--- config.mk ---
export PLATFORM = sky130hd
export DESIGN_NAME = eisc_top
export DESIGN_NICKNAME = d
export VERILOG_FILES = /design/src/rtl/eisc_pkg.sv /design/src/rtl/eisc_det_if.sv /design/src/rtl/eisc_pin_det.sv /design/src/rtl/eisc_top.sv
export SDC_FILE = /design/constraint.sdc
export NUM_CORES = 1
export LEC_CHECK = 0
export ABC_CLOCK_PERIOD_IN_PS = 3350
export BUFFER_PORTS_ARGS = -buffer_cell sky130_fd_sc_hd__buf_4
export CORE_ASPECT_RATIO = 0.9
export CORE_UTILIZATION = 60
export CTS_CLUSTER_SIZE = 40
export DETAILED_ROUTE_END_ITERATION = 7
export PLACE_DENSITY = 0.79
export SLEW_MARGIN = 20
export SYNTH_ARGS = -nofsm -noshare
export SYNTH_HDL_FRONTEND = slang
export SYNTH_HIERARCHICAL = 1
export SYNTH_SLANG_ARGS = --single-unit
--- constraint.sdc ---
create_clock -name clk -period 3.35 [get_ports clk]
set_input_delay 0.335 -clock clk [delete_from_list [all_inputs] [get_ports clk]]
set_output_delay 0.335 -clock clk [all_outputs]
set_load 0.005 [all_outputs]
--- src/rtl/eisc_pkg.sv ---
// package of constants, types and helpers for the external interrupt sensitivity block
`default_nettype none
package eisc_pkg;
  // ------------------------------------------------------------
  // geometry
  // ------------------------------------------------------------
  localparam int NPORT = 6; // ports A..F
  localparam int NPIN_PORT = 8; // pins 0..7 per port
  localparam int NPIN = NPORT * NPIN_PORT;
  localparam int NLINE = 4; // external lines zero..three
  localparam int PRIO_W = 2; // levels 0..3
  localparam int PORT_A = 0;
  localparam int PORT_B = 1;
  localparam int PORT_C = 2;
  localparam int PORT_D = 3;
  localparam int LINE_ZERO = 0;
  localparam int LINE_ONE = 1;
  localparam int LINE_TWO = 2;
  localparam int LINE_THREE = 3;
  localparam logic [2:0] PORT_LAST_OK = 3'h5; // highest valid port index
  localparam logic [2:0] PORT_DIS_LAST = 3'h2; // disable only reaches ports A..C
  localparam logic [PRIO_W-1:0] LEVEL_TOP = 2'h3;
  localparam logic [PRIO_W-1:0] LEVEL_ZERO = 2'h0;
  localparam logic [PRIO_W-1:0] PRIO_RESET = 2'h3;
  // ------------------------------------------------------------
  // sensitivity choices
  // ------------------------------------------------------------
  typedef enum logic [2:0] {
    sense_fall_low,
    sense_rise_only,
    sense_fall_only,
    sense_both_edges,
    sense_rise_high,
    sense_fixed_default
  } eisc_sense_e;
  // what a pin left at its default actually detects
  localparam eisc_sense_e FIXED_SENSE = sense_fall_low;
  // swap used by the revert request on lines zero and two
  function automatic eisc_sense_e eisc_revert(input eisc_sense_e s);
    case (s)
      sense_fall_low: eisc_revert = sense_rise_high;
      sense_rise_high: eisc_revert = sense_fall_low;
      sense_rise_only: eisc_revert = sense_fall_only;
      sense_fall_only: eisc_revert = sense_rise_only;
      default: eisc_revert = s;
    endcase
  endfunction
  // line that a pin feeds; port C follows the option setting
  function automatic int eisc_line_of(input int pin, input logic opt);
    int port;
    port = pin / NPIN_PORT;
    if (port == PORT_A) eisc_line_of = LINE_ZERO;
    else if (port == PORT_B) eisc_line_of = LINE_ONE;
    else if (port == PORT_C) eisc_line_of = opt ? LINE_ONE : LINE_ZERO;
    else if (port == PORT_D) eisc_line_of = LINE_TWO;
    else eisc_line_of = LINE_THREE;
  endfunction
endpackage
`default_nettype wire

--- src/rtl/eisc_det_if.sv ---
// interface carrying one pin's configuration to its detector and its hits back
`default_nettype none
interface eisc_det_if;
  import eisc_pkg::*;
  logic en; // pin interrupt enabled
  eisc_sense_e sense; // selected sensitivity
  logic edge_hit; // one-cycle edge event
  logic level_hit; // active level present
  logic low_mask; // enabled edge pin held low
  modport top (output en, output sense, input edge_hit, input level_hit, input low_mask);
  modport det (input en, input sense, output edge_hit, output level_hit, output low_mask);
endinterface
`default_nettype wire

--- src/rtl/eisc_pin_det.sv ---
// per-pin synchroniser and edge/level detector
`default_nettype none
module eisc_pin_det
  import eisc_pkg::*;
(
  // clock and reset
  input wire logic clk,
  input wire logic resetn,
  // raw pin and carrier
  input wire logic pin_raw,
  eisc_det_if.det di
);
  logic s1_r; // first sync stage, read only by s2_r
  logic s2_r; // synchronised level
  logic s3_r; // previous synchronised level
  logic edge_r; // registered edge event
  eisc_sense_e eff; // sensitivity in force
  logic rise;
  logic fall;
  // ------------------------------------------------------------
  // synchroniser
  // ------------------------------------------------------------
  // two stages because the pin is asynchronous to clk
  always_ff @(posedge clk or negedge resetn)
  begin
    if (!resetn)
    begin
      s1_r <= 1'b1;
      s2_r <= 1'b1;
      s3_r <= 1'b1;
    end
    else
    begin
      s1_r <= pin_raw;
      s2_r <= s1_r;
      s3_r <= s2_r;
    end
  end
  // ------------------------------------------------------------
  // detection
  // ------------------------------------------------------------
  // default sensitivity resolves to the fixed choice
  always_comb
  begin
    eff = (di.sense == sense_fixed_default) ? FIXED_SENSE : di.sense;
    rise = s2_r & ~s3_r;
    fall = ~s2_r & s3_r;
  end
  // edge event, registered so the carrier sees a clean pulse
  always_ff @(posedge clk or negedge resetn)
  begin
    if (!resetn)
      edge_r <= 1'b0;
    else
    begin
      case (eff)
        sense_fall_low, sense_fall_only: edge_r <= di.en & fall;
        sense_rise_only, sense_rise_high: edge_r <= di.en & rise;
        sense_both_edges: edge_r <= di.en & (rise | fall);
        default: edge_r <= 1'b0;
      endcase
    end
  end
  assign di.edge_hit = edge_r;
  // level requests follow the synchronised pin
  assign di.level_hit = di.en & (((eff == sense_fall_low) & ~s2_r) |
                                 ((eff == sense_rise_high) & s2_r));
  // low level on an edge-only pin masks its line
  assign di.low_mask = di.en & ~s2_r & (eff != sense_fall_low) & (eff != sense_rise_high);
endmodule
`default_nettype wire

--- src/rtl/eisc_top.sv ---
// external interrupt configuration, sensitivity and line combining logic
//
// Contract
// - software trap is non-maskable, even at level three
// - configure write enables pin and sets sensitivity
// - five selectable sensitivities per pin
// - fixed pins keep default sensitivity always
// - unsupported sensitivity leaves setting unchanged
// - line masked while enabled edge-only pin held low
// - pins sharing a line are ORed
// - pins on ports A to C can be disabled
// - disable of non-interrupt pin changes nothing
// - revert swaps sensitivities on lines zero, two
// - option routes port C to line zero/one
// - readable priority per line and current level
`default_nettype none
module eisc_top
  import eisc_pkg::*;
#(
  parameter logic [eisc_pkg::NPIN-1:0] FIXED_MASK = '0, // pins with fixed sensitivity
  parameter logic [eisc_pkg::NPIN-1:0] LEVEL_OK_MASK = '1, // pins allowing level modes
  parameter logic [eisc_pkg::NPIN-1:0] IRQ_PIN_MASK = '1 // pins that are interrupt pins
)
(
  // clock and reset
  input wire logic clk,
  input wire logic resetn,
  // pins and option
  input wire logic [eisc_pkg::NPIN-1:0] pin_in,
  input wire logic portc_line_select_option,
  // configure request
  input wire logic cfg_we,
  input wire logic [2:0] cfg_port,
  input wire logic [2:0] cfg_pin,
  input wire eisc_pkg::eisc_sense_e cfg_sense,
  // disable request
  input wire logic dis_we,
  input wire logic [2:0] dis_port,
  input wire logic [2:0] dis_pin,
  // revert request: 0 selects line zero, 1 line two
  input wire logic rev_we,
  input wire logic rev_sel,
  // priority write
  input wire logic prio_we,
  input wire logic [1:0] prio_line,
  input wire logic [eisc_pkg::PRIO_W-1:0] prio_val,
  // core side
  input wire logic ack_valid,
  input wire logic [1:0] ack_line,
  input wire logic iret,
  input wire logic trap_req,
  input wire logic trap_ack,
  output logic [eisc_pkg::NLINE-1:0] irq_line,
  output logic trap_nmi,
  output logic [eisc_pkg::NLINE-1:0][eisc_pkg::PRIO_W-1:0] prio_out,
  output logic [eisc_pkg::PRIO_W-1:0] cur_level,
  output logic [eisc_pkg::NPIN-1:0] alt_func_ok
);
  logic [NPIN-1:0] en_r; // pin interrupt enables
  eisc_sense_e sense_r [NPIN]; // pin sensitivities
  logic [NLINE-1:0][PRIO_W-1:0] prio_r; // line priorities
  logic [PRIO_W-1:0] cur_level_r; // level being serviced
  logic [NLINE-1:0] pend_r; // held edge requests
  logic trap_r; // pending trap
  logic opt_r; // captured option
  logic opt_done_r; // option captured once
  logic [NPIN-1:0] edge_vec, lvl_vec, low_vec;
  logic [NLINE-1:0] line_edge, line_lvl, line_low;
  logic [NPIN-1:0] member [NLINE]; // pin-to-line map
  logic [5:0] cfg_idx, dis_idx;
  logic cfg_ok, dis_ok, cfg_sup;
  assign cfg_idx = {cfg_port, cfg_pin};
  assign dis_idx = {dis_port, dis_pin};
  assign cfg_ok = cfg_we & (cfg_port <= PORT_LAST_OK);
  assign dis_ok = dis_we & (dis_port <= PORT_DIS_LAST) & IRQ_PIN_MASK[dis_idx];
  // level modes only where the pin offers them
  assign cfg_sup = LEVEL_OK_MASK[cfg_idx] |
                   ((cfg_sense != sense_fall_low) & (cfg_sense != sense_rise_high));
  // ------------------------------------------------------------
  // per-pin detectors
  // ------------------------------------------------------------
  genvar g;
  generate
    for (g = 0; g < NPIN; g++)
    begin : g_pin
      eisc_det_if di ();
      assign di.en = en_r[g];
      assign di.sense = sense_r[g];
      assign edge_vec[g] = di.edge_hit;
      assign lvl_vec[g] = di.level_hit;
      assign low_vec[g] = di.low_mask;
      eisc_pin_det u_det (
        .clk(clk),
        .resetn(resetn),
        .pin_raw(pin_in[g]),
        .di(di)
      );
    end
  endgenerate
  // ------------------------------------------------------------
  // line combining
  // ------------------------------------------------------------
  // membership follows the captured option for port C
  always_comb
  begin
    for (int l = 0; l < NLINE; l++)
    begin
      for (int p = 0; p < NPIN; p++)
        member[l][p] = (eisc_line_of(p, opt_r) == l);
      line_edge[l] = |(edge_vec & member[l]);
      line_lvl[l] = |(lvl_vec & member[l]);
      line_low[l] = |(low_vec & member[l]);
    end
  end
  // ------------------------------------------------------------
  // option capture
  // ------------------------------------------------------------
  // the option is static, caught once after reset release
  always_ff @(posedge clk or negedge resetn)
  begin
    if (!resetn)
    begin
      opt_r <= 1'b0;
      opt_done_r <= 1'b0;
    end
    else if (!opt_done_r)
    begin
      opt_r <= portc_line_select_option;
      opt_done_r <= 1'b1;
    end
  end
  // ------------------------------------------------------------
  // pin configuration
  // ------------------------------------------------------------
  // configure beats disable beats revert in one cycle
  always_ff @(posedge clk or negedge resetn)
  begin
    if (!resetn)
    begin
      en_r <= '0;
      for (int p = 0; p < NPIN; p++)
        sense_r[p] <= sense_fixed_default;
    end
    else if (cfg_ok)
    begin
      en_r[cfg_idx] <= 1'b1;
      if (FIXED_MASK[cfg_idx])
        sense_r[cfg_idx] <= sense_fixed_default;
      else if (cfg_sup)
        sense_r[cfg_idx] <= cfg_sense;
      // unsupported choice: sense kept as it was
    end
    else if (dis_ok)
      en_r[dis_idx] <= 1'b0;
    else if (rev_we)
    begin
      // fixed pins cannot be reverted
      for (int p = 0; p < NPIN; p++)
        if (member[rev_sel ? LINE_TWO : LINE_ZERO][p] && !FIXED_MASK[p])
          sense_r[p] <= eisc_revert(sense_r[p]);
    end
  end
  assign alt_func_ok = ~en_r;
  // ------------------------------------------------------------
  // pending, priority and trap
  // ------------------------------------------------------------
  // a new edge wins over a same-cycle acknowledge
  always_ff @(posedge clk or negedge resetn)
  begin
    if (!resetn)
      pend_r <= '0;
    else
      for (int l = 0; l < NLINE; l++)
        pend_r[l] <= line_edge[l] |
                     (pend_r[l] & ~(ack_valid & (ack_line == l[1:0])));
  end
  // priorities and the level now in service
  always_ff @(posedge clk or negedge resetn)
  begin
    if (!resetn)
    begin
      prio_r <= {NLINE{PRIO_RESET}};
      cur_level_r <= LEVEL_ZERO;
    end
    else
    begin
      if (prio_we)
        prio_r[prio_line] <= prio_val;
      if (ack_valid)
        cur_level_r <= prio_r[ack_line];
      else if (iret)
        cur_level_r <= LEVEL_ZERO;
    end
  end
  // trap request held until the core takes it
  always_ff @(posedge clk or negedge resetn)
  begin
    if (!resetn)
      trap_r <= 1'b0;
    else
      trap_r <= trap_req | (trap_r & ~trap_ack);
  end
  assign trap_nmi = trap_r;
  assign prio_out = prio_r;
  assign cur_level = cur_level_r;
  // lines are blocked at the top level and by a held-low edge-only pin
  assign irq_line = (pend_r | line_lvl) & ~line_low &
                    {NLINE{cur_level_r != LEVEL_TOP}};
endmodule
`default_nettype wire

==> results of run 1 <==
-- metrics by stage --
| step | setup slack (ps) | utilization [%] | cells |
|---|---|---|---|
| detailed placement | 650 | 65.6 | 2663 |
| finish | 172 | 71.1 | 2798 |
| CTS | 44.6 | 71.0 | 2793 |
| global route | 93.0 | 71.1 | 2796 |
| global placement | 611 | 65.6 | 2663 |
| floorplan | 1390 | - | 2069 |
-- cell type report --
type,count,area [sq um]
repair buffers,219,1820
well taps,476,596
inverters,171,642
diodes,5,12.5
flip-flops and latches,401,10300
fillers,2561,10500
multi-input cells,1447,11000
clock inverters,15,190
clock buffers,64,1260
-- metal layers --
layer / GRT usage, % / vias to the layer above
met5: 0 / -
met2: 50.9 / 609
met1: 38.8 / 8660
li1: - / 7964
met3: 4.67 / 139
met4: 13.4 / 2
-- flip-flops by register name, summed over array words and instances, names as in the netlist --
signal	cells
g_pin.u_det/s2_r	48
en_r	48
opt_r	1
g_pin.u_det/di.edge_hit	48
pend_r	4
cur_level	2
g_pin.u_det/s3_r	48
g_pin.u_det/s1_r	48
trap_nmi	1
prio_out	8
g_pin.di.sense	144
opt_done_r	1
-- kinds of logic after synthesis --
group	after synthesis	synth area share (%)
compound gates	543	17.8
xor+xnor	49	1.93
fa+ha+maj	110	6.03
buf+inv	221	4.16
flops	401	46.5
mux	126	6.51
other cells	1	0.0169
simple gates	618	17.0
-- power by group --
| part | switching (mW) | internal (mW) | leakage (nW) |
|---|---|---|---|
| registers | 0.984 | 5.74 | 4.47 |
| logic | 1.39 | 1.52 | 6.53 |
| clock network | 1.94 | 2.93 | 0.722 |
-- cells in the final DEF, fill, tap and decap left out, types with 52 or more instances in the layout --
master | synthesis | final
a21oi_1 | 140 | 140
o21ai_0 | 90 | 90
inv_1 | 171 | 171
dfstp_2 | 248 | 248
mux2_2 | 117 | 117
dfrtp_1 | 153 | 153
nor2b_1 | 52 | 52
nor2_1 | 105 | 105
nand2_1 | 79 | 79
buf_4 | 7 | 164
ha_1 | 96 | 96
nand3b_1 | 55 | 55
-- what timing repair did --
item / in CTS / in global routing
hold endpoints to repair: 76 / 0
resized for setup: 0 / 1
hold buffers: 51 / 0
endpoints found under the setup margin: 0 / 1
-- worst max-delay path by stage --
stage	startpoint	to	slack [ps]	depth (start not counted)
6_report	g_pin[20].di.sense[2]	irq_line[1]	170	9
5_1_grt	g_pin[16].di.sense[2]	irq_line[1]	90	9
3_3_place_gp	g_pin[20].di.sense[2]	irq_line[0]	610	6
3_5_place_dp	g_pin[20].di.sense[2]	irq_line[0]	650	6
4_1_cts	g_pin[20].di.sense[2]	irq_line[0]	40	6
2_1_floorplan	g_pin[0].di.sense[2]	irq_line[0]	1390	7
-- worst max-delay path: stages (launching register included) --
cell	delay, ps
dfstp_2	650
xor2_1	170
o21ai_0	100
and3b_1	200
nor4_1	380
nand2_1	200
a21oi_1	230
a211oi_1	80
buf_4	170
buf_4	130
==> metrics, run 1 <==
outcome=finished, final reports clean; H-tree Lvls=2; WHS Path Cells=2; Tcrit/Tclk final=between 90% and 100%; Main synth FF type=dfstp_2; Hold Path End=opt_r; Reg2Reg Capture Point=g_pin[17].di.sense[1]; worst path arrival time=between 2000 and 3000 ps; Final Cell Area=~26,000 sq um; Slew Limit Fails=0; Final setup viols=0; clock-pin slew on the worst setup and hold paths=roughly 60 ps; asr flop ratio synth=100%; Placed Area=between 20,000 and 25,000 sq um; # DRC=0; Final Wtd Congestion=approximately 0.9; first-pass GRT wire length=between 80,000 and 90,000 um; vias=17,400; worst r2r src=opt_r; total gr overflow=0; # clock sinks=approximately 400; f_max=roughly 310 MHz; cell count after synthesis=between 2,000 and 2,500; Static Leak=~12 nW; Tmin final=approximately 3200 ps; final hold slack=22.7 ps; Unique masters post-synth=90; Wirelength per Cell=a little over 20 um; clock buffer depth=3; worst hold start=portc_line_select_option; WL final=between 50,000 and 60,000 um; sequential area share after synthesis=about 47%; R2R Setup Slk=1010 ps; die area=37,800 sq um; Fin. Hold Viols=0; synthesized flop and latch total=~400; drt pass-1 iters=5; share of cells above drive strength 1=28.1%; Layout area overhead=16.2%; syn_nets=about 2,200; CP Launch Type=register; vias per cell=6.21; area of the core=about 36,000 sq um; setup TNS=0 ps; Initial Util=61.2%; Synth top area share=29.3%; clk_lat worst skew=around 560 ps; RSZ-0062 raised after global routing=no; Ys Warns=6; largest net degree at the start of global routing=84; post-synth top area cell=dfstp_2; WL met2=27,900 um; Met3 Wirelength=around 3500 um; cell area after synthesis=about 22,000 sq um; nets=2,460; Tightest Pin Transition=877 ps; uppermost layer routed=met5; average size of a mapped cell=approximately 11 sq um; Post-DP HPWL=slightly below 40,000 um; critical path peak fanout=12; max cap viols=0; maximum vdd drop=around 0.00037 V; CTS buffer count=43; Post-Route Skew=13.5 ps; FF-to-FF path depth=4; Post-CTS Setup Repair Bufs=0; vias in the first global route=16,900; Area contributors post-synth=dfstp_2, dfrtp_1, mux2_2; DRT antenna net count=0; initial antenna violation count=4; die width=~200 um; number of placed I/O pins=about 140; CTS tree=done; Critical Path RT=about 3000 ps; Synth top cells by count=dfstp_2, inv_1, dfrtp_1; Clock Root Buffer=clkbuf_16; Initial DRC Count=1,431; HP Class=in2reg; num rows=between 60 and 70; Total GRT Usage=around 30%; total power=14.5 mW; Worst slew margin=about two fifths; M1 WL=23,900 um; die height=~180 um; CP endpoint kind=output port; EDFF count, synth=0; most common cell in the netlist=dfstp_2; Worst Setup Path Type=reg2out; pwr dens=between 500 and 600 nW/um^2; port bufs=143
Note: power is estimated with default switching activity, not from simulation.
==> inputs of run 2 (changes only) <==
SLEW_MARGIN = 5   (was 20)
SYNTH_HIERARCHICAL = default   (was 1)
==> run 2 against run 1 <==
Maximum frequency is 2.8% lower. Die area shrank 4.8%. Core utilization grew 0.42 points. Wire length is 3.8% lower. Critical path depth shrank 1. Combinational power down 4%. Register-to-register slack better by 490 ps. Clock skew decreased by 1.7 ps. Via count shrank 2.0%. Sequential power fell by 2%. Power down 1.0%. First-iteration DRC count up 13%.
==> metrics, run 2 <==
asr flop ratio synth=100%; Final Cell Area=24,600 sq um; vias in the first global route=16,700; share of cells above drive strength 1=27.2%; # DRC=0; Post-Route Skew=about 12 ps; num rows=64; worst r2r src=opt_r; Max stage delay on crit path=between 600 and 700 ps; area of the core=34,400 sq um; largest net degree at the start of global routing=84; pwr dens=approximately 580 nW/um^2; Final setup viols=0; total gr overflow=0; Sw Ratio=between 30% and 40%; dpl ws=423 ps; Synth top cells by count=dfstp_2, inv_1, a21oi_1; cell area after synthesis=~21,000 sq um; FF-to-FF path depth=6; DRT antenna net count=0; sequential area share after synthesis=between 40% and 50%; synthesized flop and latch total=about 400; R2R Setup Slk=about 1500 ps; Wirelength per Cell=19.9 um; setup TNS=0 ps; # clock sinks=approximately 400; Final Wtd Congestion=between 0.9 and 1; vias per cell=approximately 6.1; critical path peak fanout=8; Unique masters post-synth=between 80 and 90; RSZ-0062 raised after global routing=no; cell count after synthesis=between 2,000 and 2,500; critical path's slowest cell=dfstp_2; die area=approximately 36,000 sq um; die width=about 200 um; CTS tree=done; HP Class=in2reg; syn_nets=2,319; CP endpoint kind=output port; Util after Layout=71.5%; clock buffer depth=3; Slew Limit Fails=0; WHS Path Cells=2; number of placed I/O pins=144; worst path arrival time=2940 ps; Clock Root Buffer=clkbuf_16; final cell count without fillers=2,782; outcome=finished, final reports clean; area of the multi-input gates=9530 sq um; nets=between 2,000 and 2,500; Tmin final=~3300 ps; Layout area overhead=16.1%; fillcell total=2,447; Clock Power Share=about a third; Ys Warns=0; max cap viols=0; EDFF count, synth=0; Tightest Pin Transition=between 800 and 900 ps; f_max=306 MHz; Area contributors post-synth=dfstp_2, dfrtp_1, ha_1; Comb pwr share=a little under 20%; WL final=55,300 um; Worst slew margin=42.4%; clk_lat worst skew=approximately 560 ps; CP Launch Type=register; Reg2Reg Capture Point=g_pin[23].di.sense[0]; commonest non-fill, non-tap cell in the layout=dfstp_2; most frequent CP cell=buf_4; first-pass GRT wire length=around 88,000 um; switching power total=between 4 and 5 mW; Total GRT Usage=a little under a third; Flop pwr share=around 46%; H-tree Lvls=2; Synth top area share=30.8%; Initial Util=between 60% and 70%; most common cell in the netlist=dfstp_2; average size of a mapped cell=about 10 sq um; Tcrit/Tclk final=97.6%; Post-DP HPWL=around 38,000 um; Hold Path End=en_r[15]; maximum vdd drop=between 0.0004 and 0.0005 V; internal power=10.0 mW; Static Leak=roughly 11 nW; vias=between 15,000 and 20,000; post-synth top area cell=dfstp_2; dpl cells=2,645; Placed Area=between 20,000 and 25,000 sq um; port bufs=about 140; Worst Setup Path Type=reg2out; Fin. Hold Viols=0; Critical Path RT=~3000 ps; Register Area=between 10,000 and 15,000 sq um; Main synth FF type=dfstp_2; worst hold start=dis_pin[1]; Initial DRC Count=~1,600; worst-path cell chain=xor2_2, nor4_1, or4_4, nor4_4, buf_4, nand2b_1, a41oi_2, buf_4; total power=about 14 mW; drt pass-1 iters=6; max reg flops=about 140; most frequent cells in the layout=dfstp_2, inv_1, a21oi_1; CTS buffer count=43; clock-pin slew on the worst setup and hold paths=approximately 60 ps; worst setup margin=79.5 ps; initial antenna violation count=2; die height=180 um; final hold slack=28.4 ps
[run 2: worst max-delay path by stage]
stage | startpoint | endpoint | slack [ps] | cells after the start
2_1_floorplan | g_pin[21].di.sense[0] | irq_line[0] | 1080 | 7
3_3_place_gp | g_pin[17].di.sense[0] | irq_line[1] | 510 | 7
3_5_place_dp | g_pin[17].di.sense[0] | irq_line[1] | 420 | 7
4_1_cts | g_pin[22].di.sense[2] | irq_line[1] | 70 | 8
5_1_grt | g_pin[17].di.sense[0] | irq_line[0] | 10 | 8
6_report | g_pin[17].di.sense[0] | irq_line[1] | 80 | 8
[run 2: final cells by class]
| class | instances | area share, % |
|---|---|---|
| antenna | 1 | 0.0102 |
| clock buffer | 60 | 4.97 |
| clock inverter | 20 | 1.07 |
| inverter | 208 | 3.18 |
| multi-input combinational | 1409 | 38.8 |
| sequential | 401 | 42.1 |
| tap | 462 | 2.35 |
| timing repair buffer | 221 | 7.53 |
[run 2: logic make-up after synthesis]
kind of cell | share of synthesized area [%]
and+or+nand+nor | 14.8
AOI/OAI and AO/OA | 16.6
DFF | 48.9
buffers and inverters | 6.29
adders and majority gates | 5.91
muxes | 4.88
xor gates and xnor gates | 2.57
other | 0.0177
[run 2: critical path, delay by kind of cell (launching register included)]
| family | cells | cell delay, ps |
|---|---|---|
| DFF | 1 | 630 |
| xor gates and xnor gates | 1 | 190 |
| and+or+nand+nor | 4 | 1040 |
| AOI/OAI and AO/OA | 1 | 150 |
| buffers and inverters | 2 | 370 |
[run 2: timing repair]
item	CTS	global route
buffers inserted	0	3
endpoints found under the setup margin	2	1
pin swaps	1	2
endpoints found under the hold margin	83	0
gates resized for setup	2	2
hold buffers	53	0
[run 2: per-layer routing]
layer  up-vias  wire length [um]  GRT usage, %
li1       7789                 -             -
met1      8372             23700          43.3
met2       725             25500          48.2
met3       148              4150          5.32
met4         0              1860          11.3
met5         -                 0             0
[run 2: power groups by stage]
stage | sequential, mW | combinational (mW) | clock [mW]
floorplan | 6.08 | 2.14 | 0
global placement | 6.55 | 2.53 | 0
detailed placement | 6.60 | 2.65 | 0
CTS | 6.54 | 2.74 | 5.08
global route | 6.67 | 3.07 | 5.25
finish | 6.57 | 2.78 | 5.01
